--- src/hdl/tcp_pkg.sv ---
// constants, field layouts and carrier types for the capture/compare timer
// Function
// - counter clocked by seven divided clocks or pin
// - capture edge copies counter into channel value
// - software picks capture edge polarity
// - capture event can raise an interrupt request
// - compare match sets, clears or toggles pin
// - each channel has its own compare interrupt
// - channel 1 has no pin of its own
// - unbuffered compare value takes effect immediately
// - compare flag at pulse end, wrap at period
// - pair link bit joins both channels
// - channel 1 takes over at next wrap
// - each wrap hands output to last written
// - linked pair ruled by channel 0 control
// - toggle on wrap sets the pwm period
// - modulo 255 undivided gives 256 cycles
// - value 128 of 256 gives half duty
// - buffered update starts at next period
// - all ones select picks external clock pin
// - wrap flag set when counter reaches modulo
// - no toggle on wrap gives zero duty
// - full duty with toggle gives full duty
package tcp_pkg;
    localparam int unsigned AW = 4;  // register address width
    localparam int unsigned DW = 8;  // register data width
    localparam int unsigned CW = 16; // counter width
    localparam int unsigned PSW = 3; // clock select width
    localparam int unsigned DVW = 6; // prescaler width, largest divide 64
    // register offsets
    localparam logic [AW-1:0] OFS_STAT = 4'h0;
    localparam logic [AW-1:0] OFS_CNT_HIGH = 4'h1;
    localparam logic [AW-1:0] OFS_CNT_LOW = 4'h2;
    localparam logic [AW-1:0] OFS_MODULO_HIGH = 4'h3;
    localparam logic [AW-1:0] OFS_MODULO_LOW = 4'h4;
    localparam logic [AW-1:0] OFS_CHAN0_CTRL = 4'h5;
    localparam logic [AW-1:0] OFS_CHAN0_VALUE_HIGH = 4'h6;
    localparam logic [AW-1:0] OFS_CHAN0_VALUE_LOW = 4'h7;
    localparam logic [AW-1:0] OFS_CHAN1_CTRL = 4'h8;
    localparam logic [AW-1:0] OFS_CHAN1_VALUE_HIGH = 4'h9;
    localparam logic [AW-1:0] OFS_CHAN1_VALUE_LOW = 4'ha;
    // reset values
    localparam logic [DW-1:0] STAT_RST = 8'h20;
    localparam logic [CW-1:0] MODULO_RST = 16'hffff;
    localparam logic [DW-1:0] CTRL_RST = 8'h00;
    localparam logic [CW-1:0] CNT_ZERO = 16'h0000;
    localparam logic [CW-1:0] CNT_ONE = 16'h0001;
    // clock select codes for the external clock pin and the undivided clock
    localparam logic [PSW-1:0] PS_EXT = 3'h7;
    localparam logic [PSW-1:0] PS_UNDIV = 3'h0;
    // mode and edge/level codes
    localparam logic [1:0] MODE_CAP = 2'h0;
    localparam logic [1:0] MODE_OC = 2'h1;
    localparam logic [1:0] ELS_OFF = 2'h0;
    localparam logic [1:0] ELS_TOGGLE = 2'h1;
    localparam logic [1:0] ELS_CLEAR = 2'h2;
    localparam logic [1:0] ELS_SET = 2'h3;
    localparam logic [1:0] CAP_RISE = 2'h1;
    localparam logic [1:0] CAP_FALL = 2'h2;
    // main status and control layout
    typedef struct packed {
        logic wrap_flag;
        logic wrap_ie;
        logic stop;
        logic cnt_reset;
        logic rsv;
        logic [PSW-1:0] clock_select_field;
    } tcp_stat_s;
    // channel control layout, flag in the top bit
    typedef struct packed {
        logic flag;
        logic ie;
        logic pair_link_bit;
        logic mode_a;
        logic edge_b;
        logic edge_a;
        logic toggle_on_wrap_bit;
        logic full_duty_bit;
    } tcp_chctl_s;
    // one register bus request
    typedef struct packed {
        logic [AW-1:0] addr;
        logic [DW-1:0] wdata;
        logic wr;
        logic rd;
    } tcp_bus_s;
    // channel that governs the linked output
    typedef enum logic {ACT_CH0 = 1'b0, ACT_CH1 = 1'b1} tcp_act_e;
endpackage

--- src/hdl/tcp_prescale.sv ---
// prescaler that turns the bus clock or pin edges into counter ticks
`timescale 1ns/1ps
module tcp_prescale import tcp_pkg::*; (
    input wire logic clk,
    input wire logic rst_n,
    input wire logic [PSW-1:0] sel,
    input wire logic run,
    input wire logic clr,
    input wire logic ext_rise,
    output logic tick
);
    logic [DVW-1:0] div;      // free divider
    logic [DVW-1:0] mask;     // low bits that must be all ones
    logic int_tick;           // internal divided tick
    // code k divides by two to the k
    assign mask = ~({DVW{1'b1}} << sel);
    assign int_tick = (div & mask) == mask;
    // external pin when all select bits are set
    assign tick = run & ((sel == PS_EXT) ? ext_rise : int_tick);
    // divider stops with the counter, clears with it
    always_ff @(posedge clk or negedge rst_n) begin
        if (!rst_n) begin
            div <= '0;
        end else if (clr) begin
            div <= '0;
        end else if (run) begin
            div <= div + DVW'(1);
        end
    end
endmodule

--- src/hdl/tcp_chan.sv ---
// one timer channel: capture and compare detection plus its flag
`timescale 1ns/1ps
module tcp_chan import tcp_pkg::*; (
    input wire logic clk,
    input wire logic rst_n,
    input wire logic [CW-1:0] cnt,
    input wire logic [CW-1:0] val,
    input wire logic upd,
    input wire tcp_chctl_s ctl,
    input wire logic pin_rise,
    input wire logic pin_fall,
    input wire logic mute,
    input wire logic rd_ctl,
    input wire logic wr_ctl,
    input wire logic wr_zero,
    output logic cmp_hit,
    output logic cap_hit,
    output logic flag
);
    logic [1:0] mode;     // mode select pair
    logic [1:0] els;      // edge or level select
    logic is_cap;         // channel in capture mode
    logic arm;            // flag was read while set
    logic next_flag;
    logic next_arm;
    assign mode = {ctl.pair_link_bit, ctl.mode_a};
    assign els = {ctl.edge_b, ctl.edge_a};
    assign is_cap = (mode == MODE_CAP) & ~mute;
    // selected edge polarity triggers a capture
    assign cap_hit = is_cap & (((els & CAP_RISE) != '0 & pin_rise) |
                     ((els & CAP_FALL) != '0 & pin_fall));
    // match checked once per counter step
    assign cmp_hit = ~is_cap & ~mute & upd & (cnt == val);
    // event wins over a clear in the same cycle
    assign next_flag = cmp_hit | cap_hit |
                       (flag & ~(wr_ctl & wr_zero & arm));
    // a new event disarms a clear in progress
    assign next_arm = flag & ~cmp_hit & ~cap_hit & (rd_ctl | (arm & ~wr_ctl));
    always_ff @(posedge clk or negedge rst_n) begin
        if (!rst_n) begin
            flag <= 1'b0;
            arm <= 1'b0;
        end else begin
            flag <= next_flag;
            arm <= next_arm;
        end
    end
endmodule

--- src/hdl/tcp_timer.sv ---
// top of the capture/compare/pwm timer with its register file
`timescale 1ns/1ps
module tcp_timer import tcp_pkg::*; (
    input wire logic MCLK,
    input wire logic RST_N,
    input wire logic [AW-1:0] ADDR,
    input wire logic [DW-1:0] WDATA,
    input wire logic WR,
    input wire logic RD,
    output logic [DW-1:0] RDATA,
    input wire logic EXT_TIMER_CLOCK_PIN,
    input wire logic CHAN0_PIN_I,
    output logic CHAN0_PIN_O,
    output logic CHAN0_PIN_OE,
    output logic IRQ_WRAP,
    output logic IRQ_CH0,
    output logic IRQ_CH1
);
    tcp_bus_s bus;              // packed request
    tcp_stat_s wd_stat;         // write data seen as status layout
    tcp_chctl_s wd_ctl;         // write data seen as channel layout
    tcp_stat_s stat;            // main control, flag bit unused here
    logic wrap_flag;            // counter reached modulo
    logic wrap_arm;             // wrap flag read while set
    logic [CW-1:0] cnt;         // the counter
    logic [CW-1:0] modulo;      // wrap value
    tcp_chctl_s c0;             // channel 0 control, flag bit unused
    tcp_chctl_s c1;             // channel 1 control, flag bit unused
    logic [CW-1:0] v0;          // channel 0 value
    logic [CW-1:0] v1;          // channel 1 value
    logic step;                 // counter steps at this edge
    logic tick;                 // counter step request
    logic ext1, ext2, ext3;     // clock pin synchroniser and edge stage
    logic pin1, pin2, pin3;     // channel pin synchroniser and edge stage
    logic ext_rise;
    logic pin_rise;
    logic pin_fall;
    logic pin;                  // channel 0 output level
    tcp_act_e act;              // channel governing linked output
    tcp_act_e last_w;           // channel written most recently while linked, channel 0 when unlinked
    logic c0_cmp, c0_cap, c0_flag;
    logic c1_cmp, c1_cap, c1_flag;
    logic [DW-1:0] rd_mux;
    // register decode
    logic wr_stat, rd_stat, cnt_clr;
    logic wr_c0, rd_c0, wr_c1, rd_c1;
    logic wr_v0h, wr_v0l, wr_v1h, wr_v1l;
    logic wr_zero;
    logic link;                 // pair linked, buffered mode
    logic oc_on;                // channel 0 drives its pin
    logic wrap_hit;             // counter at modulo this step
    logic [1:0] els0;
    logic [1:0] mode0;
    logic pulse_lvl;            // active level of the pwm pulse
    logic [CW-1:0] act_val;
    logic next_pin;
    logic next_wrap_flag;
    logic next_wrap_arm;
    logic [CW-1:0] next_cnt;
    tcp_act_e next_act;
    tcp_act_e next_last_w;

    assign bus = '{addr: ADDR, wdata: WDATA, wr: WR, rd: RD};
    assign wr_stat = bus.wr & (bus.addr == OFS_STAT);
    assign rd_stat = bus.rd & (bus.addr == OFS_STAT);
    assign wr_c0 = bus.wr & (bus.addr == OFS_CHAN0_CTRL);
    assign rd_c0 = bus.rd & (bus.addr == OFS_CHAN0_CTRL);
    assign wr_c1 = bus.wr & (bus.addr == OFS_CHAN1_CTRL);
    assign rd_c1 = bus.rd & (bus.addr == OFS_CHAN1_CTRL);
    assign wr_v0h = bus.wr & (bus.addr == OFS_CHAN0_VALUE_HIGH);
    assign wr_v0l = bus.wr & (bus.addr == OFS_CHAN0_VALUE_LOW);
    assign wr_v1h = bus.wr & (bus.addr == OFS_CHAN1_VALUE_HIGH);
    assign wr_v1l = bus.wr & (bus.addr == OFS_CHAN1_VALUE_LOW);
    assign wd_stat = bus.wdata;
    assign wd_ctl = bus.wdata;
    // flags clear only by writing zero into their bit
    assign wr_zero = ~wd_ctl.flag;
    // counter reset is a write-only pulse, never stored
    assign cnt_clr = wr_stat & wd_stat.cnt_reset;

    // pin synchronisers, first stage feeds only the second
    always_ff @(posedge MCLK or negedge RST_N) begin
        if (!RST_N) begin
            ext1 <= 1'b0;
            ext2 <= 1'b0;
            ext3 <= 1'b0;
            pin1 <= 1'b0;
            pin2 <= 1'b0;
            pin3 <= 1'b0;
        end else begin
            ext1 <= EXT_TIMER_CLOCK_PIN;
            ext2 <= ext1;
            ext3 <= ext2;
            pin1 <= CHAN0_PIN_I;
            pin2 <= pin1;
            pin3 <= pin2;
        end
    end
    assign ext_rise = ext2 & ~ext3;
    assign pin_rise = pin2 & ~pin3;
    assign pin_fall = ~pin2 & pin3;

    // clock source choice and division
    tcp_prescale u_pre (
        .clk(MCLK),
        .rst_n(RST_N),
        .sel(stat.clock_select_field),
        .run(~stat.stop),
        .clr(cnt_clr),
        .ext_rise(ext_rise),
        .tick(tick)
    );

    // counter steps per tick, back to zero after the modulo value
    assign next_cnt = (cnt == modulo) ? CNT_ZERO : cnt + CNT_ONE;
    // a counter reset write beats a tick in the same cycle
    assign step = tick & ~cnt_clr;
    always_ff @(posedge MCLK or negedge RST_N) begin
        if (!RST_N) begin
            cnt <= CNT_ZERO;
        end else if (cnt_clr) begin
            cnt <= CNT_ZERO;
        end else if (step) begin
            cnt <= next_cnt;
        end
    end
    // wrap and compare both act at the edge that enters the next value,
    // so a pulse of value n lasts exactly n ticks at any prescale
    assign wrap_hit = step & (cnt == modulo);

    // wrap flag: set wins over the read-then-write-zero clear
    assign next_wrap_flag = wrap_hit |
                            (wrap_flag & ~(wr_stat & wr_zero & wrap_arm));
    assign next_wrap_arm = wrap_flag & ~wrap_hit &
                           (rd_stat | (wrap_arm & ~wr_stat));
    always_ff @(posedge MCLK or negedge RST_N) begin
        if (!RST_N) begin
            wrap_flag <= 1'b0;
            wrap_arm <= 1'b0;
        end else begin
            wrap_flag <= next_wrap_flag;
            wrap_arm <= next_wrap_arm;
        end
    end

    // control registers; reset bit and reserved bit are never kept
    always_ff @(posedge MCLK or negedge RST_N) begin
        if (!RST_N) begin
            stat <= STAT_RST;
            c0 <= CTRL_RST;
            c1 <= CTRL_RST;
        end else begin
            if (wr_stat) begin
                stat <= bus.wdata;
                stat.wrap_flag <= 1'b0;
                stat.cnt_reset <= 1'b0;
                stat.rsv <= 1'b0;
            end
            if (wr_c0) begin
                c0 <= bus.wdata;
                c0.flag <= 1'b0;
            end
            if (wr_c1) begin
                c1 <= bus.wdata;
                c1.flag <= 1'b0;
                c1.pair_link_bit <= 1'b0; // channel 1 has no link bit
            end
        end
    end

    // modulo registers
    always_ff @(posedge MCLK or negedge RST_N) begin
        if (!RST_N) begin
            modulo <= MODULO_RST;
        end else if (bus.wr & (bus.addr == OFS_MODULO_HIGH)) begin
            modulo[CW-1:DW] <= bus.wdata;
        end else if (bus.wr & (bus.addr == OFS_MODULO_LOW)) begin
            modulo[DW-1:0] <= bus.wdata;
        end
    end

    // value registers: a capture wins over a software write
    always_ff @(posedge MCLK or negedge RST_N) begin
        if (!RST_N) begin
            v0 <= CNT_ZERO;
            v1 <= CNT_ZERO;
        end else begin
            if (c0_cap) begin
                v0 <= cnt;
            end else if (wr_v0h) begin
                v0[CW-1:DW] <= bus.wdata;
            end else if (wr_v0l) begin
                v0[DW-1:0] <= bus.wdata;
            end
            if (c1_cap) begin
                v1 <= cnt;
            end else if (wr_v1h) begin
                v1[CW-1:DW] <= bus.wdata;
            end else if (wr_v1l) begin
                v1[DW-1:0] <= bus.wdata;
            end
        end
    end

    // linked pair: channel 0 control rules the joint output
    assign link = c0.pair_link_bit;
    // last written channel takes over only at a wrap
    assign next_last_w = ~link ? ACT_CH0 :
                         (wr_v1h | wr_v1l) ? ACT_CH1 :
                         (wr_v0h | wr_v0l) ? ACT_CH0 : last_w;
    assign next_act = ~link ? ACT_CH0 :
                      wrap_hit ? last_w : act;
    always_ff @(posedge MCLK or negedge RST_N) begin
        if (!RST_N) begin
            act <= ACT_CH0;
            last_w <= ACT_CH0;
        end else begin
            act <= next_act;
            last_w <= next_last_w;
        end
    end
    assign act_val = (act == ACT_CH1) ? v1 : v0;

    // channel 0 compares against the governing value
    tcp_chan u_ch0 (
        .clk(MCLK),
        .rst_n(RST_N),
        .cnt(next_cnt),
        .val(act_val),
        .upd(step),
        .ctl(c0),
        .pin_rise(pin_rise),
        .pin_fall(pin_fall),
        .mute(1'b0),
        .rd_ctl(rd_c0),
        .wr_ctl(wr_c0),
        .wr_zero(wr_zero),
        .cmp_hit(c0_cmp),
        .cap_hit(c0_cap),
        .flag(c0_flag)
    );
    // channel 1 has no pin and is silent while linked
    tcp_chan u_ch1 (
        .clk(MCLK),
        .rst_n(RST_N),
        .cnt(next_cnt),
        .val(v1),
        .upd(step),
        .ctl(c1),
        .pin_rise(1'b0),
        .pin_fall(1'b0),
        .mute(link),
        .rd_ctl(rd_c1),
        .wr_ctl(wr_c1),
        .wr_zero(wr_zero),
        .cmp_hit(c1_cmp),
        .cap_hit(c1_cap),
        .flag(c1_flag)
    );

    // channel 0 output stage
    assign els0 = {c0.edge_b, c0.edge_a};
    assign mode0 = {c0.pair_link_bit, c0.mode_a};
    assign oc_on = (link | (mode0 == MODE_OC)) & (els0 != ELS_OFF);
    // clear on compare means the pulse is high
    assign pulse_lvl = (els0 == ELS_CLEAR);
    // wrap first, compare after, so a compare at value zero still acts
    always_comb begin
        next_pin = pin;
        if (wrap_hit & c0.toggle_on_wrap_bit) begin
            // full duty pins the active level at every wrap
            next_pin = c0.full_duty_bit ? pulse_lvl : ~pin;
        end
        if (c0_cmp & ~c0.full_duty_bit) begin
            unique case (els0)
                ELS_TOGGLE: next_pin = ~next_pin;
                ELS_CLEAR: next_pin = 1'b0;
                ELS_SET: next_pin = 1'b1;
                ELS_OFF: next_pin = next_pin;
            endcase
        end
    end
    always_ff @(posedge MCLK or negedge RST_N) begin
        if (!RST_N) begin
            pin <= 1'b0;
        end else if (oc_on) begin
            pin <= next_pin;
        end
    end
    assign CHAN0_PIN_O = pin;
    assign CHAN0_PIN_OE = oc_on;

    // interrupt requests: flag and enable, channel 1 also masked while linked; flags set at the event
    assign IRQ_WRAP = wrap_flag & stat.wrap_ie;
    assign IRQ_CH0 = c0_flag & c0.ie;
    assign IRQ_CH1 = c1_flag & c1.ie & ~link;

    // read mux, unmapped offsets read zero
    always_comb begin
        rd_mux = '0;
        unique case (bus.addr)
            OFS_STAT: rd_mux = {wrap_flag, stat.wrap_ie, stat.stop,
                                2'h0, stat.clock_select_field};
            OFS_CNT_HIGH: rd_mux = cnt[CW-1:DW];
            OFS_CNT_LOW: rd_mux = cnt[DW-1:0];
            OFS_MODULO_HIGH: rd_mux = modulo[CW-1:DW];
            OFS_MODULO_LOW: rd_mux = modulo[DW-1:0];
            OFS_CHAN0_CTRL: rd_mux = {c0_flag, c0[DW-2:0]};
            OFS_CHAN0_VALUE_HIGH: rd_mux = v0[CW-1:DW];
            OFS_CHAN0_VALUE_LOW: rd_mux = v0[DW-1:0];
            OFS_CHAN1_CTRL: rd_mux = {c1_flag, c1[DW-2:0]};
            OFS_CHAN1_VALUE_HIGH: rd_mux = v1[CW-1:DW];
            OFS_CHAN1_VALUE_LOW: rd_mux = v1[DW-1:0];
            default: rd_mux = '0;
        endcase
    end
    // read data valid only in the cycle after the strobe
    always_ff @(posedge MCLK or negedge RST_N) begin
        if (!RST_N) begin
            RDATA <= '0;
        end else begin
            RDATA <= bus.rd ? rd_mux : '0;
        end
    end
endmodule

--- config.mk ---
export PLATFORM = sky130hd
export DESIGN_NAME = tcp_timer
export DESIGN_NICKNAME = d
export VERILOG_FILES = /design/src/hdl/tcp_pkg.sv /design/src/hdl/tcp_prescale.sv /design/src/hdl/tcp_chan.sv /design/src/hdl/tcp_timer.sv
export SDC_FILE = /design/constraint.sdc
export NUM_CORES = 1
export LEC_CHECK = 0
export CAP_MARGIN = 20
export CELL_PAD_IN_SITES_DETAIL_PLACEMENT = 1
export CELL_PAD_IN_SITES_GLOBAL_PLACEMENT = 1
export CORE_MARGIN = 4
export CORE_UTILIZATION = 40
export CTS_CLUSTER_DIAMETER = 200
export CTS_CLUSTER_SIZE = 10
export DETAILED_ROUTE_END_ITERATION = 8
export DONT_BUFFER_PORTS = 1
export GPL_TIMING_DRIVEN = 0
export PLACE_DENSITY_LB_ADDON = 0.1
export SYNTH_ARGS = -nofsm -noshare
export SYNTH_HDL_FRONTEND = slang
export SYNTH_HIERARCHICAL = 1
export SYNTH_SLANG_ARGS = --single-unit
export TNS_END_PERCENT = 50
--- constraint.sdc ---
create_clock -name MCLK -period 3.4 [get_ports MCLK]
set_input_delay 0.68 -clock MCLK [delete_from_list [all_inputs] [get_ports MCLK]]
set_output_delay 0.68 -clock MCLK [all_outputs]
set_load 0.02 [all_outputs]
**Yosys cells after proc, flatten, opt, wreduce, memory -nomap -nowiden**

Index checks and enable logic that the tools add are counted.

- Bits in registers: 111
- Bits in latches: 0
- Memory bits (writable): 0
- Memory bits (read-only): 0
- Input bits: 18
- Output and inout bits: 13
- Word-level logic and storage cells: 190
- Memories: 0

- $add $sub $neg: 2
- Multipliers: 0
- Divide/modulo/power cells: 0
- Order comparisons: 0
- Equal/unequal tests: 23
- Shifts and indexed selects: 1
- Mux-type cells: 22
- Bitwise logic cells: 91
- Reductions and logical operators: 11

Operators by type and width:

| kind | count |
|---|---|
| $pmux W8 S11 | 1 |
| $mux W16 | 5 |
| $and A1 B1 Y1 | 54 |
| $eq A16 B16 Y1 | 3 |
| $mux W8 | 4 |
| $not A1 Y1 | 24 |
| $add A16 B1 Y16 const B | 1 |
| $eq A4 B3 Y1 const B | 4 |
| $eq A4 B4 Y1 const B | 3 |
| $mux W6 | 2 |
| $or A1 B1 Y1 | 11 |
| $mux W1 | 9 |
| $eq A4 B2 Y1 const B | 2 |
| $reduce_bool A2 Y1 | 4 |
| $add A6 B1 Y6 const B | 1 |
| $and A6 B6 Y6 | 1 |
| $eq A6 B6 Y1 | 1 |
| $logic_not A2 Y1 | 3 |
| $ne A2 B1 Y1 const B | 3 |
| $not A6 Y6 | 1 |
| $reduce_and A2 Y1 | 3 |
| $shl A6 B3 Y6 const A | 1 |
| $eq A2 B1 Y1 const B | 2 |
| $eq A2 B2 Y1 const B | 2 |
| 5 further kinds | 5 |

**Longest topological paths before layout**

Gate-level depths: netlist of run 1.

- Depth after elaboration: 13
- Depth in mapped cells: 17
- Depth with buffers taken out: 15

**By module**

The synthesis of run 1 kept the hierarchy.

By module, submodules not included:

| module | instances | cells each | area each (µm²) | seq. area each (µm²) |
|---|---|---|---|---|
| tcp_timer | 1 | 602 | 5963.2 | 2548.7 |
| tcp_chan | 2 | 35 | 292.8 | 50.0 |
| tcp_prescale | 1 | 40 | 362.8 | 150.1 |

**Worst setup path before layout of run 1**

No wires, ideal clock.

- Path kind: register to register
- Start point: reg cnt[0]
- End point: reg pin (netlist: CHAN0_PIN_O)
- Library setup time: 0.079 ns
- Arrival: 2.987 ns
- Data required time: 3.321 ns
- Slack: 0.334 ns
- Cell stages (with the launch flop): 17
- Buffers on the path: 4
- Clock period less this slack: 3.066 ns
- Cells stage by stage: dfrtp_1 -> buf_6 -> xor2_1 -> nor4_1 -> and4_1 -> buf_6 -> buf_12 -> buf_4 -> nor2_1 -> xor2_1 -> nor4_1 -> o2111ai_1 -> nor3_1 -> nor2b_1 -> o211ai_1 -> o21a_1 -> mux2i_1

- Elaborated cells between the ends (all ways): 12
- Classes of those cells: add/sub: 1; eq/ne: 2; mux: 4; bitwise: 5

RTL lines:

| item | line | text |
|---|---|---|
| start, declared | tcp_timer.sv:25 | `logic [CW-1:0] cnt;` |
| start signal, assigned | tcp_timer.sv:124 | `cnt <= next_cnt;` |
| $add A16 B1 Y16 / $eq A16 B16 Y1 (equally long branches) | tcp_timer.sv:115 | `assign next_cnt = (cnt == modulo) ? CNT_ZERO : cnt + CNT_ONE;` |
| $mux W16 * | tcp_timer.sv:115 |  |
| named net next_cnt[9] | tcp_timer.sv:59 | `logic [CW-1:0] next_cnt;` |
| $eq A16 B16 Y1 * | tcp_chan.sv:33 | `assign cmp_hit = ~is_cap & ~mute & upd & (cnt == val);` |
| $and A1 B1 Y1 * | tcp_chan.sv:33 |  |
| named net c0_cmp | tcp_timer.sv:41 | `logic c0_cmp, c0_cap, c0_flag;` |
| $and A1 B1 Y1 * | tcp_timer.sv:274 | `if (c0_cmp & ~c0.full_duty_bit) begin` |
| $mux W1 * | tcp_timer.sv:274 |  |
| end signal, assigned | tcp_timer.sv:287 | `pin <= next_pin;` |
| end, declared | tcp_timer.sv:38 | `logic pin;` |

The timed path passes the listed nets; every way through them passes the cells marked *.
A chain may end at the register's enable or synchronous reset.

**Worst setup path after layout of run 1**

- Start point: reg cnt[14]
- End point: reg pin (netlist: CHAN0_PIN_O)

- Elaborated cells between the ends (all ways): 12
- Classes of those cells: add/sub: 1; eq/ne: 2; mux: 4; bitwise: 5

RTL lines:

| item | line |
|---|---|
| $eq A16 B16 Y1 | tcp_timer.sv:115 |
| $mux W16 | tcp_timer.sv:115 |
| named net next_cnt[9] | tcp_timer.sv:59 |
| $eq A16 B16 Y1 | tcp_chan.sv:33 |
| $and A1 B1 Y1 | tcp_chan.sv:33 |
| named net c0_cmp | tcp_timer.sv:41 |
| $and A1 B1 Y1 | tcp_timer.sv:274 |
| $mux W1 | tcp_timer.sv:274 |

The timed path passes the listed nets, and every way through them passes these cells.

==> results of run 1 <==
[report_power, final]
part | total, uW | internal [uW] | switching (uW)
combinational | 1880 | 846 | 1040
sequential | 2140 | 1680 | 462
clock | 1100 | 589 | 509
total | 5130 | 3120 | 2010
[registers in the layout, summed over array words and instances, names as in the netlist, 5 cells and up]
register   count
v1            16
modulo        16
cnt           16
stat           5
c0             6
u_pre/div      6
RDATA          8
v0            16
c1             6
[worst max-delay path, cell delays in order (launching register included)]
cell and delay [ns]:
dfrtp_2 0.50, xor2_1 0.18, nor4_2 0.35, and4_4 0.38
buf_12 0.13, buf_8 0.12, nor2_4 0.05, xor2_2 0.19
nor4_2 0.34, o2111ai_2 0.24, nor3_2 0.22, nor2b_4 0.17
o211ai_1 0.11, a21oi_1 0.15, a21oi_1 0.06, mux2i_1 0.14
[cell type report]
class	instances	area, um^2	area share
repair buffers	34	268	0.0336
clock inverters	6	60.1	0.00754
plain buffers	46	297	0.0372
inverters	14	55.1	0.00691
multi-input cells	543	3970	0.498
flip-flops and latches	111	2800	0.352
well taps	220	275	0.0346
clock buffers	10	239	0.0300
[routing by layer]
| metal | wire [um] | GRT usage |
|---|---|---|
| met4 | 999 | 0.113 |
| met3 | 1430 | 0.0467 |
| met1 | 11300 | 0.351 |
| met2 | 12300 | 0.428 |
| met5 | 17 | 0 |
[through the flow]
stage / util / hold slack [ns]
6_report: 0.475 / 0.0121
5_1_grt: 0.475 / 0.00685
4_1_cts: 0.458 / 0.000159
3_5_place_dp: 0.430 / 0.337
3_3_place_gp: 0.430 / 0.333
2_1_floorplan: - / 0.331
[cells in the final DEF (no fill, tap or decap), drive strengths merged, types with 3 or more instances in the layout]
master / count
o31ai: 3
dfrtp: 94
nor3: 8
nand4: 4
or3: 3
nand3: 26
conb: 6
nor2: 46
a31oi: 16
a21o: 3
a21oi: 18
xor2: 42
mux2: 51
nand3b: 3
a32oi: 3
or4: 3
xnor2: 23
and3: 10
nor2b: 21
inv: 14
mux2i: 45
nor4: 16
dfstp: 17
clkinv: 3
o311ai: 5
nand2: 64
a22o: 4
and2: 6
a22oi: 8
clkbuf: 35
o21ai: 57
buf: 54
nand2b: 5
a32o: 4
a211oi: 3
a221oi: 3
[worst paths after layout]
kind	startpoint	to	slack (ns)
min in group MCLK	EXT_TIMER_CLOCK_PIN	ext1	0.34
max in group asynchronous	RST_N	stat[0]	2.15
worst min-delay path	RST_N	u_pre/div[1]	0.01
worst max register to register	cnt[14]	CHAN0_PIN_O	-0.03
worst max-delay path	cnt[14]	CHAN0_PIN_O	-0.03
worst min register to register	pin1	pin2	0.35
[repair_timing]
item / in CTS / in global routing
buffers inserted: 10 / 22
setup endpoints to repair: 5 / 1
resized for setup: 24 / 29
pin swaps: 10 / 14
hold buffers: 1 / 0
endpoints found under the hold margin: 15 / 0
==> impl_metrics.toml, run 1 <==
[status]
status = "finished with violations"
failed_checks = "setup timing"

[sta]
fin_crit_ns = 3.43
max-slew-margin-rel = 0.193
slew_violations = 0
hold_viol_final = 0
clock_skew_ns = 0.00664
finalSetupViolations = 1
period_share = 1.01
timing.fmax_mhz = 292
worst_slack_ns = -0.0299
worst_pin_slew_ns = 1.20
rsz0062_at_grt = "true"
tns_ns = -0.0299

[clock_tree]
cts_root_buf = "clkbuf_16"
clk_pin_slew_ns = 0.07
cts_buffers = 9
clkLatencyLatePin_ns = 0.36
cts_max_level = 3
cts_buffer_depth = 2
cts_tree = "done"
cts_sinks = 111

[floorplan]
die_x_um = 139
die_area_mm2 = 0.0194
ioPinCount = 31
row_count = 47
die_y_um = 139
start_util = 0.412
core_mm2 = 0.0168

[job]
drv_cap = 0

[placed_design]
port_buffers = 0
placedCellCount = 936
placed_area_mm2 = 0.00720
place.gp.congestion = 0.940
pre_cts_ws_ns = -0.812
dp_hpwl_um = 18800

[critical_path]
cp-start-kind = "flip-flop"
cp-end-kind = "flip-flop"
critPathKind = "reg2reg"
cp.arrival_ns = 3.71
required_ns = 3.68
path_max_fanout = 8
reg2reg_depth = 15

[yosys]
syn_area_mm2 = 0.00691
yosys_warnings = 6
synth_cells = 711
syn_area_per_cell_um2 = 9.71

[cells_and_area]
fin_nets = 779
area_delta_synth_final_pct = 15.3
antenna_cells = 0
stdcell_count = 984
postLayoutCellArea_mm2 = 0.00797
drive_above_1_share = 0.238
nFillCells = 1937

[power]
power_density_mw_per_mm2 = 644
p_leak_uw = 0.00327
p_total_uw = 5130
vdd_drop_max_v = 0.000369

[detailed_routing]
avgRoutedWirePerCell_um = 26.5
drtIter0Drc = 436
vias = 5963
via_per_inst = 6.06
dr.pass1.iters = 5
drc_errors = 0
drt_wl_total_um = 26100
ant_nets = 0

[global_routing]
grt_pass1_vias = 6127
grt_pass1_wl_um = 39000
grt.overflow.total = 0
grt.total_usage = 0.265
antenna_found_initial = 1
grt_max_degree = 98

[worst_hold_path]
holdCritPathClass = "in2async"
Power figures use the tool's default switching activity.
==> run 2: changes to the inputs <==
==> constraint.sdc (replaced) <==
create_clock -name MCLK -period 3.4 [get_ports MCLK]
set_input_delay 0.17 -clock MCLK [delete_from_list [all_inputs] [get_ports MCLK]]
set_output_delay 0.17 -clock MCLK [all_outputs]
set_load 0.02 [all_outputs]
==> impl_metrics.toml, run 2 (same netlist as run 1, synthesis figures left out) <==
[power]
pwr-share-seq = 0.416
internal_power_uw = 3120
p_leak_uw = 0.00329
power_density_mw_per_mm2 = 643
vdd_drop_max_v = 0.000370
power.share.clock = 0.213
switchingPower_uw = 2040
combPwrFrac = 0.371
switching_share = 0.395

[critical_path]
cp_cell_sequence = "xor2_1 > nor4_2 > and4_4 > buf_12 > buf_8 > nor2_4 > xor2_2 > nor4_2 > o2111ai_2 > nor3_2 > nor2b_4 > o211ai_1 > a21oi_1 > a21oi_1 > mux2i_1"
path_max_fanout = 8
cpMaxStageDelayCell = "dfrtp_2"
reg2reg_depth = 15
reg2reg_slack_ns = -0.006
cp-end-kind = "flip-flop"
cp-endpoint = "CHAN0_PIN_O"
critPathKind = "reg2reg"
rr_startpoint = "cnt[14]"
required_ns = 3.69
timing.rr.end = "CHAN0_PIN_O"
cp.arrival_ns = 3.69
crit_path_max_incr_delay_ns = 0.51
cp-start-kind = "flip-flop"
worstSetupStartpoint = "cnt[14]"

[floorplan]
die_y_um = 139
die_x_um = 139
row_count = 47
ioPinCount = 31
core_mm2 = 0.0168
die_area_mm2 = 0.0194
start_util = 0.412

[detailed_routing]
dr.pass1.iters = 5
avgRoutedWirePerCell_um = 26.4
vias = 6026
ant_nets = 0
drtIter0Drc = 484
drc_errors = 0
via_per_inst = 6.09
drt_wl_total_um = 26100

[global_routing]
grt.overflow.total = 0
grt_max_degree = 112
grt_pass1_wl_um = 39000
grt_pass1_vias = 6106
globalRoute.busiestLayer = "met2"
antenna_found_initial = 1
gr-usage-met2 = 0.430
use_met1 = 0.350
use_met3 = 0.0443
grt.total_usage = 0.265

[clock_tree]
cts_sinks = 111
cts_buffers = 9
cts_max_level = 3
clkLatencyLatePin_ns = 0.36
cts_tree = "done"
cts_buffer_depth = 2
cts_root_buf = "clkbuf_16"
clk_pin_slew_ns = 0.08

[status]
failed_checks = "setup timing"
status = "finished with violations"

[cells_and_area]
final_common_cell = "dfrtp_1"
antenna_cells = 0
area_delta_synth_final_pct = 16.3
fin_nets = 784
drive_above_1_share = 0.239
final_cell_mix = "dfrtp_1, nand2_1, o21ai_0, mux2_2, mux2i_1"

[sta]
timing.fmax_mhz = 294
max-slew-margin-rel = 0.173
slew_violations = 0
clock_skew_ns = 0.00616
worst_pin_slew_ns = 1.23
hold_viol_final = 0
fin_crit_ns = 3.41
rsz0062_at_grt = "true"
finalSetupViolations = 1
tns_ns = -0.00607
period_share = 1.00
worst_slack_ns = -0.00607

[worst_hold_path]
holdPathStages = 2
holdCritPathClass = "in2reg"

[placed_design]
dp_hpwl_um = 18800
pre_cts_ws_ns = -0.812
place.gp.congestion = 0.940
port_buffers = 0

[job]
drv_cap = 0
==> run 2: timing repair <==
action                     4_1_cts  5_1_grt
setup endpoints to repair        5        1
cloned                           0        0
hold buffers                     6        0
pin swaps                       10       14
hold endpoints to repair       121        0
buffers inserted                10       22
resized for setup               24       30
==> run 2: layer usage <==
layer | wire, um | share of wire | vias to the layer above
met5 | 18 | 0.00069 | -
met3 | 1240 | 0.047 | 50
li1 | - | - | 2666
met2 | 12500 | 0.48 | 190
met1 | 11400 | 0.44 | 3118
met4 | 1020 | 0.039 | 2
==> run 2: worst max-delay path: cells and delay by family (launching register included) <==
| family | cells | cell delay [ns] |
|---|---|---|
| AND/OR/NAND/NOR | 6 | 1.51 |
| AO/OA/AOI/OAI | 4 | 0.55 |
| flip-flops | 1 | 0.51 |
| XOR/XNOR | 2 | 0.36 |
| buffers and inverters | 2 | 0.25 |
| multiplexers | 1 | 0.14 |
==> run 2: worst min path at each step <==
stage / slack (ns) / start / to
final: 0.03 / WDATA[3] / v0[11]
after global routing: 0.05 / WDATA[5] / v1[13]
after CTS: 0.02 / WDATA[3] / v0[11]
after detailed placement: -0.12 / RST_N / u_pre/div[5]
after global placement: -0.12 / RST_N / u_pre/div[5]
after floorplan: -0.13 / RST_N / CHAN0_PIN_O
==> run 2: stage by stage <==
step | hold WS (ns) | cells | util | cell area, um^2 | total power (uW)
2_1_floorplan | -0.126 | 716 | - | 6930 | 3180
3_3_place_gp | -0.123 | 936 | 0.430 | 7200 | 3710
4_1_cts | 0.0191 | 966 | 0.462 | 7750 | 5000
6_report | 0.0271 | 989 | 0.479 | 8040 | 5170
3_5_place_dp | -0.122 | 936 | 0.430 | 7200 | 3780
5_1_grt | 0.0460 | 989 | 0.479 | 8040 | 5440
==> run 2: final cells by class <==
type | count | area [um^2]
sequential | 111 | 2800
inverter | 14 | 55.1
buffer | 46 | 297
clock buffer | 10 | 239
tap | 220 | 275
timing repair buffer | 39 | 335
clock inverter | 6 | 60.1
fill | 1930 | 8720
multi-input combinational | 543 | 3970
==> run 2: power by group through the flow <==
stage               combinational, uW  sequential, uW  clock [uW]
floorplan                        1240            1940           0
global placement                 1570            2130           0
detailed placement               1640            2140           0
CTS                              1760            2120        1120
global route                     2090            2180        1170
finish                           1920            2150        1100
